`config.mk`:
```
export PLATFORM = sky130hd
export DESIGN_NAME = bmc_top
export DESIGN_NICKNAME = d
export VERILOG_FILES = /design/src/rtl/bmc_pkg.sv /design/src/rtl/bmc_adc_if.sv /design/src/rtl/bmc_top.sv /design/src/rtl/bmc_adc_rd.sv
export SDC_FILE = /design/constraint.sdc
export NUM_CORES = 1
export LEC_CHECK = 0
export BUFFER_PORTS_ARGS = -buffer_cell sky130_fd_sc_hd__buf_2
export CORE_ASPECT_RATIO = 0.8
export CORE_UTILIZATION = 25
export CTS_CLUSTER_SIZE = 14
export DETAILED_ROUTE_END_ITERATION = 12
export GPL_TIMING_DRIVEN = 0
export PLACE_DENSITY = 0.5
export SYNTH_ARGS = -nofsm -noshare
export SYNTH_HDL_FRONTEND = slang
export SYNTH_HIERARCHICAL = 1
export SYNTH_SLANG_ARGS = --single-unit
```
`constraint.sdc`:
```
create_clock -name i_mclk -period 3.07 [get_ports i_mclk]
set_input_delay 0.307 -clock i_mclk [delete_from_list [all_inputs] [get_ports i_mclk]]
set_output_delay 0.307 -clock i_mclk [all_outputs]
set_load 0.01 [all_outputs]
```
`src/rtl/bmc_pkg.sv`:
```
// battery monitor and charge control: shared constants and types
// assumes a single 20 MHz clock and an 8-bit serial converter
package bmc_pkg;
    // ------------------------------------------------------------
    // clock and derived rates
    // ------------------------------------------------------------
    localparam int CLK_HZ = 20_000_000;
    localparam int TICK_US = 1000;
    localparam int TICK_CYC = CLK_HZ / 1_000_000 * TICK_US;
    localparam int SCLK_HALF_NS = 1000;
    localparam int SCLK_HALF_CYC = SCLK_HALF_NS * (CLK_HZ / 1_000_000) / 1000;
    localparam logic [4:0] SCLK_HALF_M1 = 5'(SCLK_HALF_CYC - 1);
    // ------------------------------------------------------------
    // sampling and charge times
    // ------------------------------------------------------------
    localparam int MS_PER_S = 1000;
    localparam int MS_PER_H = 3_600_000;
    localparam int WIN_MS = 8;
    localparam int CS_DELAY_MS = 4;
    localparam int OFF_PERIOD_S = 10;
    localparam int ON_PERIOD_MS = 100;
    localparam int AUX_NORM_H = 8;
    localparam int MAIN_ON_H = 11;
    localparam int MAIN_OFF_H = 8;
    localparam logic [3:0] WIN_M1 = 4'(WIN_MS - 1);
    localparam logic [3:0] CS_M1 = 4'(CS_DELAY_MS - 1);
    localparam logic [13:0] ON_LIM = 14'(ON_PERIOD_MS - 1);
    // ------------------------------------------------------------
    // converter codes and pin slots
    // ------------------------------------------------------------
    localparam int CODE_W = 8;
    localparam logic [7:0] LOW_CODE = 8'hd9;
    localparam logic [7:0] CHG5V_CODE = 8'he6;
    localparam logic [2:0] LAST_BIT = 3'h7;
    localparam int NPIN = 5;
    localparam int PIN_PWR = 0;
    localparam int PIN_ADP = 1;
    localparam int PIN_DIS = 2;
    localparam int PIN_JMP = 3;
    localparam int PIN_SO = 4;
    typedef enum logic [1:0] {
        MS_IDLE = 2'b00,
        MS_SETTLE = 2'b01,
        MS_CONV = 2'b10,
        MS_HOLD = 2'b11
    } bmc_meas_t;
    typedef enum logic [1:0] {
        RD_IDLE = 2'b00,
        RD_LEAD = 2'b01,
        RD_HIGH = 2'b10,
        RD_LOW = 2'b11
    } bmc_rd_t;
endpackage

```
`src/rtl/bmc_adc_if.sv`:
```
// link between the sequencer and the serial converter reader
// assumes both ends run on the same clock
`timescale 1ns/1ps
interface bmc_adc_if;
    logic start;
    logic so;
    logic cs_n;
    logic sclk;
    logic done;
    logic [7:0] code;
    modport ctl (output start, output so, input cs_n, input sclk,
        input done, input code);
    modport rd (input start, input so, output cs_n, output sclk,
        output done, output code);
endinterface

```
`src/rtl/bmc_top.sv`:
```
// battery monitor and charge control sequencer
// assumes pins are asynchronous; all but i_nrst and i_shutdown_done pass a two-stage synchroniser
//
// Notes on behaviour
// charge control disabled: main normal charge while adaptor is present
// aux trickle path on while last reading is at or below 5.0V
// on low detect hold aux charge mode low for 8 hours, then release
// adaptor detect high starts main charge timing from the ms tick
// battery supply moves to aux battery at 4.7V or below
// converter power output high powers converter and divider
// low voltage declared when code is at or below d9
// detect in power on and off; drop converter power on low detect
// power off: one 8 ms window every 10 seconds
// chip select asserted 4 ms after converter power applied
// converter shifts the selected channel result out serially
// after low detect battery select output goes high
// power on output low while on; aux gate follows battery select
// power off blocks aux to main supply, backup line stays on
// battery select high enables aux backup feed
// after shutdown following low detect raise recharge message
// power on keeps aux charged from display supply
// adaptor connect: normal charge 11 h on or 8 h off, then trickle
// trickle with adaptor returns to normal at 5.0V or below
// threshold compared only on a full reading inside the window
`timescale 1ns/1ps
module bmc_top #(
    parameter int P_TICK_CYC = bmc_pkg::TICK_CYC,
    parameter int P_PERIOD_MS = bmc_pkg::OFF_PERIOD_S * bmc_pkg::MS_PER_S,
    parameter int P_AUX_MS = bmc_pkg::AUX_NORM_H * bmc_pkg::MS_PER_H,
    parameter int P_MAIN_ON_MS = bmc_pkg::MAIN_ON_H * bmc_pkg::MS_PER_H,
    parameter int P_MAIN_OFF_MS = bmc_pkg::MAIN_OFF_H * bmc_pkg::MS_PER_H
) (
    input wire logic i_mclk,
    input wire logic i_nrst,
    input wire logic i_power_sw,
    input wire logic i_adaptor_detect_in,
    input wire logic i_charge_ctl_dis,
    input wire logic i_aux_charge_jumper,
    input wire logic i_adc_so,
    input wire logic i_shutdown_done,
    output logic o_adc_power,
    output logic o_adc_cs_n,
    output logic o_adc_sclk,
    output logic o_power_on_n_out,
    output logic o_battery_select_out,
    output logic o_aux_main_gate_en,
    output logic o_backup_feed_en,
    output logic o_backup_line_en,
    output logic o_main_charge_mode_out,
    output logic o_aux_charge_mode_out,
    output logic o_aux_trickle_en,
    output logic o_aux_lcd_charge_en,
    output logic o_recharge_msg
);
    import bmc_pkg::*;

    bmc_adc_if adc ();
    bmc_adc_rd u_rd (.i_mclk(i_mclk), .i_nrst(i_nrst), .adc(adc));

    // ------------------------------------------------------------
    // pin synchronisers
    // ------------------------------------------------------------
    logic [NPIN-1:0] pin_raw, meta_q, pin_s;
    assign pin_raw = {i_adc_so, i_aux_charge_jumper, i_charge_ctl_dis,
        i_adaptor_detect_in, i_power_sw};
    for (genvar g = 0; g < NPIN; g++) begin : g_sync
        always_ff @(posedge i_mclk or negedge i_nrst) begin
            if (!i_nrst) begin
                meta_q[g] <= 1'b0;
                pin_s[g] <= 1'b0;
            end else begin
                meta_q[g] <= pin_raw[g];
                pin_s[g] <= meta_q[g];
            end
        end
    end
    logic pwr, adp, dis, jmp;
    assign pwr = pin_s[PIN_PWR];
    assign adp = pin_s[PIN_ADP];
    assign dis = pin_s[PIN_DIS];
    assign jmp = pin_s[PIN_JMP];
    assign adc.so = pin_s[PIN_SO];

    // ------------------------------------------------------------
    // millisecond tick
    // ------------------------------------------------------------
    logic [14:0] tk_q, tk_d;
    logic tick, tick_clr;
    assign tick = (tk_q == 15'(P_TICK_CYC - 1));
    always_comb begin
        tk_d = (tick || tick_clr) ? 15'h0000 : 15'(tk_q + 15'h0001);
    end
    always_ff @(posedge i_mclk or negedge i_nrst) begin
        if (!i_nrst) begin
            tk_q <= 15'h0000;
        end else begin
            tk_q <= tk_d;
        end
    end

    // ------------------------------------------------------------
    // measurement sequencer
    // ------------------------------------------------------------
    bmc_meas_t ms_q, ms_d;
    logic [13:0] per_q, per_d, lim;
    logic [3:0] win_q, win_d;
    logic apwr_q, apwr_d, start_q, start_d, low_q, low_d, le5_q, le5_d;
    logic rd_ok, rd_le5;
    // after a low detect only keep sampling while charge can recover
    assign lim = pwr ? ON_LIM : 14'(P_PERIOD_MS - 1);
    assign rd_ok = adc.done && (ms_q == MS_CONV);
    assign rd_le5 = rd_ok && (adc.code <= CHG5V_CODE);
    always_comb begin
        ms_d = ms_q;
        per_d = per_q;
        win_d = win_q;
        apwr_d = apwr_q;
        start_d = 1'b0;
        low_d = low_q;
        le5_d = le5_q;
        tick_clr = 1'b0;
        if (tick && per_q < lim) begin
            per_d = 14'(per_q + 14'h0001);
        end
        if (tick && ms_q != MS_IDLE) begin
            win_d = 4'(win_q + 4'h1);
        end
        case (ms_q)
            MS_IDLE: begin
                if (tick && per_q >= lim && (!low_q || adp)) begin
                    ms_d = MS_SETTLE;
                    apwr_d = 1'b1;
                    per_d = 14'h0000;
                    win_d = 4'h0;
                    tick_clr = 1'b1;
                end
            end
            MS_SETTLE: begin
                if (tick && win_q == CS_M1) begin
                    ms_d = MS_CONV;
                    start_d = 1'b1;
                end
            end
            MS_CONV: begin
                if (rd_ok) begin
                    le5_d = (adc.code <= CHG5V_CODE);
                    ms_d = MS_HOLD;
                    if (adc.code <= LOW_CODE) begin
                        low_d = 1'b1;
                        apwr_d = 1'b0;
                        ms_d = MS_IDLE;
                    end
                end else if (tick && win_q == WIN_M1) begin
                    // late result is discarded, not compared
                    apwr_d = 1'b0;
                    ms_d = MS_IDLE;
                end
            end
            MS_HOLD: begin
                if (tick && win_q == WIN_M1) begin
                    apwr_d = 1'b0;
                    ms_d = MS_IDLE;
                end
            end
            default: ms_d = MS_IDLE;
        endcase
    end
    always_ff @(posedge i_mclk or negedge i_nrst) begin
        if (!i_nrst) begin
            ms_q <= MS_IDLE;
            per_q <= 14'h0000;
            win_q <= 4'h0;
            apwr_q <= 1'b0;
            start_q <= 1'b0;
            low_q <= 1'b0;
            le5_q <= 1'b0;
        end else begin
            ms_q <= ms_d;
            per_q <= per_d;
            win_q <= win_d;
            apwr_q <= apwr_d;
            start_q <= start_d;
            low_q <= low_d;
            le5_q <= le5_d;
        end
    end
    assign adc.start = start_q;

    // ------------------------------------------------------------
    // aux and main charge timers
    // ------------------------------------------------------------
    logic [24:0] aux_q, aux_d;
    logic [25:0] mt_q, mt_d;
    logic auxp_q, auxp_d, trk_q, trk_d, adp_q;
    always_comb begin
        aux_d = aux_q;
        auxp_d = auxp_q;
        if (low_d && !low_q) begin
            aux_d = 25'(P_AUX_MS);
            auxp_d = 1'b0;
        end else if (!auxp_q && tick) begin
            if (aux_q <= 25'h0000001) begin
                auxp_d = 1'b1;
            end
            aux_d = 25'(aux_q - 25'h0000001);
        end
    end
    always_comb begin
        mt_d = mt_q;
        trk_d = trk_q;
        if (!adp) begin
            trk_d = 1'b1;
            mt_d = 26'h0000000;
        end else if (dis) begin
            trk_d = 1'b0;
        end else if ((adp && !adp_q) || (trk_q && rd_le5)) begin
            trk_d = 1'b0;
            mt_d = pwr ? 26'(P_MAIN_ON_MS) : 26'(P_MAIN_OFF_MS);
        end else if (!trk_q && tick) begin
            if (mt_q <= 26'h0000001) begin
                trk_d = 1'b1;
            end
            mt_d = (mt_q == 26'h0000000) ? mt_q : 26'(mt_q - 26'h0000001);
        end
    end
    always_ff @(posedge i_mclk or negedge i_nrst) begin
        if (!i_nrst) begin
            aux_q <= 25'h0000000;
            auxp_q <= 1'b1;
            mt_q <= 26'h0000000;
            trk_q <= 1'b1;
            adp_q <= 1'b0;
        end else begin
            aux_q <= aux_d;
            auxp_q <= auxp_d;
            mt_q <= mt_d;
            trk_q <= trk_d;
            adp_q <= adp;
        end
    end

    // ------------------------------------------------------------
    // supply gating and status outputs
    // ------------------------------------------------------------
    logic pon_n_q, gate_q, feed_q, trkl_q, lcd_q, msg_q;
    logic pon_n_d, gate_d, feed_d, trkl_d, lcd_d, msg_d;
    always_comb begin
        pon_n_d = !pwr;
        gate_d = pwr && low_q && jmp;
        feed_d = low_q && jmp;
        trkl_d = le5_q && jmp;
        lcd_d = pwr && jmp;
        msg_d = msg_q || (low_q && i_shutdown_done);
    end
    always_ff @(posedge i_mclk or negedge i_nrst) begin
        if (!i_nrst) begin
            pon_n_q <= 1'b1;
            gate_q <= 1'b0;
            feed_q <= 1'b0;
            trkl_q <= 1'b0;
            lcd_q <= 1'b0;
            msg_q <= 1'b0;
        end else begin
            pon_n_q <= pon_n_d;
            gate_q <= gate_d;
            feed_q <= feed_d;
            trkl_q <= trkl_d;
            lcd_q <= lcd_d;
            msg_q <= msg_d;
        end
    end

    assign o_adc_power = apwr_q;
    assign o_adc_cs_n = adc.cs_n;
    assign o_adc_sclk = adc.sclk;
    assign o_power_on_n_out = pon_n_q;
    assign o_battery_select_out = low_q;
    assign o_aux_main_gate_en = gate_q;
    assign o_backup_feed_en = feed_q;
    assign o_backup_line_en = i_nrst;
    assign o_main_charge_mode_out = trk_q;
    assign o_aux_charge_mode_out = auxp_q;
    assign o_aux_trickle_en = trkl_q;
    assign o_aux_lcd_charge_en = lcd_q;
    assign o_recharge_msg = msg_q;

    // ------------------------------------------------------------
    // checks
    // ------------------------------------------------------------
    int pw_q;
    always_ff @(posedge i_mclk or negedge i_nrst) begin
        if (!i_nrst) begin
            pw_q <= 0;
        end else begin
            pw_q <= apwr_q ? pw_q + 1 : 0;
        end
    end
endmodule

```
`src/rtl/bmc_adc_rd.sv`:
```
// serial converter reader: chip select, bit clock, 8-bit shift in
// assumes so is already synchronised by the caller
`timescale 1ns/1ps
module bmc_adc_rd (
    input wire logic i_mclk,
    input wire logic i_nrst,
    bmc_adc_if.rd adc
);
    import bmc_pkg::*;

    bmc_rd_t st_q, st_d;
    logic [4:0] div_q, div_d;
    logic [2:0] bit_q, bit_d;
    logic [7:0] sh_q, sh_d, code_q, code_d;
    logic cs_n_q, cs_n_d, sclk_q, sclk_d, done_q, done_d;
    logic half_end;

    // ------------------------------------------------------------
    // shift sequence
    // ------------------------------------------------------------
    always_comb begin
        st_d = st_q;
        div_d = div_q;
        bit_d = bit_q;
        sh_d = sh_q;
        code_d = code_q;
        cs_n_d = cs_n_q;
        sclk_d = sclk_q;
        done_d = 1'b0;
        half_end = (div_q == SCLK_HALF_M1);
        if (st_q != RD_IDLE) begin
            div_d = half_end ? 5'h00 : 5'(div_q + 5'h01);
        end
        case (st_q)
            RD_IDLE: begin
                if (adc.start) begin
                    st_d = RD_LEAD;
                    cs_n_d = 1'b0;
                    div_d = 5'h00;
                    bit_d = 3'h0;
                end
            end
            RD_LEAD: begin
                if (half_end) begin
                    st_d = RD_HIGH;
                    sclk_d = 1'b1;
                end
            end
            RD_HIGH: begin
                // sample late in the high half, data long settled
                if (half_end) begin
                    sh_d = {sh_q[6:0], adc.so};
                    sclk_d = 1'b0;
                    st_d = RD_LOW;
                end
            end
            RD_LOW: begin
                if (half_end) begin
                    if (bit_q == LAST_BIT) begin
                        st_d = RD_IDLE;
                        cs_n_d = 1'b1;
                        done_d = 1'b1;
                        code_d = sh_q;
                    end else begin
                        bit_d = 3'(bit_q + 3'h1);
                        sclk_d = 1'b1;
                        st_d = RD_HIGH;
                    end
                end
            end
            default: st_d = RD_IDLE;
        endcase
    end

    always_ff @(posedge i_mclk or negedge i_nrst) begin
        if (!i_nrst) begin
            st_q <= RD_IDLE;
            div_q <= 5'h00;
            bit_q <= 3'h0;
            sh_q <= 8'h00;
            code_q <= 8'h00;
            cs_n_q <= 1'b1;
            sclk_q <= 1'b0;
            done_q <= 1'b0;
        end else begin
            st_q <= st_d;
            div_q <= div_d;
            bit_q <= bit_d;
            sh_q <= sh_d;
            code_q <= code_d;
            cs_n_q <= cs_n_d;
            sclk_q <= sclk_d;
            done_q <= done_d;
        end
    end

    assign adc.cs_n = cs_n_q;
    assign adc.sclk = sclk_q;
    assign adc.done = done_q;
    assign adc.code = code_q;
endmodule

```
==> flow_summary.json <==
{
  "cts_tree": "built",
  "period_needed_ns": 2.79,
  "timing.slew.headroom": 0.370,
  "grt_pass1_wl_um": 26000,
  "detail_route.wirelength_um": 15100,
  "crit_family": "compound AO/OA/AOI/OAI gates",
  "insertion_delay_ns": 0.42,
  "cp_max_fo": 10,
  "gp_congestion": 0.772,
  "multi_input_area_um2": 3310,
  "synth_top_area_share": 0.482,
  "firstDrtPassIters": 4,
  "rows": 54,
  "fin_util": 0.302,
  "synthTopCellsByArea": "dfrtp_1 48%, xor2_1 4.5%, nor2_1 4.0%",
  "die_area_um2": 28500,
  "report.final.setup_viol": 0,
  "seq_area_um2": 3460,
  "synth_commonest_cells": "134 x dfrtp_1, 74 x nor2_1, 63 x nand2_1",
  "finalHoldViolCount": 0,
  "synth_flop_cell": "dfrtp_1",
  "rsz0062_at_grt": "false",
  "crit_start": "pwr$_DFF_PN0_",
  "clock_skew_ns": 0.0115,
  "synth_compound_area_frac": 0.106,
  "synthSimpleGateAreaFrac": 0.231,
  "path_clk_slew_ns": 0.06,
  "cap_violations": 0,
  "nFillCells": 2869,
  "fin_nets": 756,
  "grt_max_degree": 77,
  "drtAntennaViolNets": 0,
  "place_area_um2": 7550,
  "final_max_slew_viol_count": 0,
  "fin_area_um2": 8240,
  "rr_startpoint": "pwr$_DFF_PN0_",
  "arrival_ns": 3.07,
  "yosysMostFrequentCell": "dfrtp_1",
  "synth_xor_area_frac": 0.0705,
  "fin_ws_ns": 0.275,
  "fp.dieW_um": 189,
  "synth_cells": 681,
  "drive_gt1_frac": 0.160,
  "antenna_found_initial": 0,
  "cpPeakStageDelay_ns": 0.64,
  "ys_types": 73,
  "die_y_um": 151,
  "place_inst": 1066,
  "top_layer": "met4",
  "area_growth_pct": 18.5,
  "seq_area_frac_synth": 0.497,
  "route.met3.wl_um": 396,
  "yosys.area_share.adder": 0.0324,
  "synth_top_family_by_area": "simple AND/OR/NAND/NOR gates",
  "required_ns": 3.34,
  "tightest_slew_ns": 0.937,
  "fmax_ghz": 0.358,
  "ys_warn_count": 6,
  "grt_use_total": 0.115,
  "power_density_nw_per_um2": 515,
  "vdd_drop_max_mv": 0.284,
  "crit_chain": "inv_1 > ha_1 > o21ai_0 > o211ai_1 > a211oi_4 > clkbuf_2 > nand3_1 > xor2_1 > nor2_1",
  "grt-ovfl-total": 0,
  "synthMuxAreaShare": 0.0340,
  "slowest_stage": "dfrtp_1",
  "path_class": "flip-flop to flip-flop",
  "synth-seq-cells": 138,
  "wl_per_cell_um": 13.7,
  "grt_pass1_vias": 4935,
  "portBuffers": 20,
  "cp_num_buf_inv": 2,
  "pre_cts_slack_ns": 0.0675,
  "cts_made_buffers": 17,
  "syn_nets": 707,
  "min_from": "i_shutdown_done",
  "netlist_area_um2": 6960,
  "crit_path_start_kind": "flip-flop",
  "drt_iter0_drc": 375,
  "vias": 5024,
  "htreeDepth": 4,
  "yosys.area.top_type": "dfrtp_1",
  "drc_errors": 0,
  "io_pins": 21,
  "fin_cells": 1107,
  "antenna_cells": 0,
  "synth-edff-count": 0,
  "postSynthAreaPerCell_um2": 10.2,
  "hpwl_um": 10300,
  "viasPerCell": 4.54,
  "fin_crit_sh": 0.910,
  "initial_core_util": 0.255,
  "m1WireLength_um": 8390,
  "status": "complete, no violations",
  "design.core.area_um2": 27300,
  "wl_met2_um": 6180,
  "cts.sinks": 138,
  "clock_path_buffers": 2,
  "root_buffer": "clkbuf_16",
  "end_kind": "flip-flop",
  "hold_path_class": "input port to flip-flop",
  "whs_ns": 0.0891,
  "synthArstFlopShare": 1.00,
  "power_leakage_nw": 3.75
}
what timing repair did:
| item | in CTS | in global routing |
|---|---|---|
| gates resized for setup | 0 | 6 |
| buffers inserted | 0 | 3 |
| hold buffers | 6 | 0 |
| endpoints found under the setup margin | 0 | 16 |
| hold endpoints to repair | 65 | 0 |
final timing paths:
check / depth (start not counted) / slack (ns) / endpoint
min in group asynchronous: 2 / 0.46 / mt_q[12]$_DFFE_PN0P_
setup / recovery: 9 / 0.28 / per_q[2]$_DFF_PN0_
max in group asynchronous: 3 / 1.80 / o_power_on_n_out$_DFF_PN1_
setup reg to reg: 9 / 0.28 / per_q[2]$_DFF_PN0_
hold reg to reg: 0 / 0.35 / jmp$_DFF_PN0_
hold / removal: 2 / 0.09 / o_recharge_msg$_DFF_PN0_
final cells by class:
cell class,count,area share
repair buffers,30,0.0263
plain buffers,21,0.0152
multi-input cells,501,0.402
clock buffers,21,0.0546
flip-flops and latches,138,0.419
well taps,364,0.0552
inverters,21,0.00956
clock inverters,11,0.0181
per-layer routing:
layer  vias to the layer above  GRT usage
met2                        52      0.162
met4                         0     0.0351
met1                      2443      0.174
li1                       2515          -
met5                         -          0
met3                        14     0.0209
state kept, by name, indices dropped and copies added (netlist names), 2 cells and up:
signal	flops
ms_q	2
aux_q	25
u_rd/div_q	5
mt_q	26
u_rd/bit_q	3
meta_q	5
tk_q	15
win_q	4
u_rd/st_q	2
u_rd/sh_q	8
per_q	14
u_rd/adc.code	8
layout by cell type, fill, tap and decap left out, types with 13 or more instances in the layout:
master | netlist | layout
nand3_1 | 28 | 28
clkbuf_1 | 12 | 13
inv_1 | 21 | 21
a21oi_1 | 32 | 32
nor2_1 | 74 | 74
nor3_1 | 17 | 17
ha_1 | 18 | 18
o21ai_0 | 34 | 34
buf_2 | 4 | 23
xnor2_1 | 20 | 20
xor2_1 | 36 | 36
clkbuf_16 | 0 | 17
dfrtp_1 | 134 | 134
nand2_1 | 63 | 63
worst register-to-register path, delay by kind of cell, from the launching register on:
kind | cells | cell delay (ns)
XOR/XNOR | 1 | 0.18
adder cells (fa/ha/maj) | 1 | 0.37
buffers and inverters | 2 | 0.58
flip-flops | 1 | 0.64
AO/OA/AOI/OAI | 3 | 0.72
AND/OR/NAND/NOR | 2 | 0.17
per-stage QoR:
step	total power, mW	TNS, ns
2_1_floorplan	2.07	0
3_3_place_gp	2.17	-59.32
3_5_place_dp	2.17	0
4_1_cts	4.30	0
5_1_grt	4.42	0
6_report	4.25	0
logic make-up (layout without fill, tap and decap cells):
group	after synthesis	after routing
buffers and inverters	42	104
muxes	19	19
and+or+nand+nor	292	292
DFF	138	138
xor gates and xnor gates	56	56
AOI/OAI and AO/OA	116	116
adders and majority gates	18	18
report_power, final:
| group | internal [mW] | total (mW) | switching, mW | leakage (nW) |
|---|---|---|---|---|
| clock | 1.30 | 2.10 | 0.800 | 0.284 |
| sequential | 1.85 | 1.88 | 0.0351 | 1.86 |
| combinational | 0.100 | 0.262 | 0.162 | 1.61 |
| total | 3.25 | 4.25 | 0.997 | 3.75 |
Power figures use the tool's default switching activity.
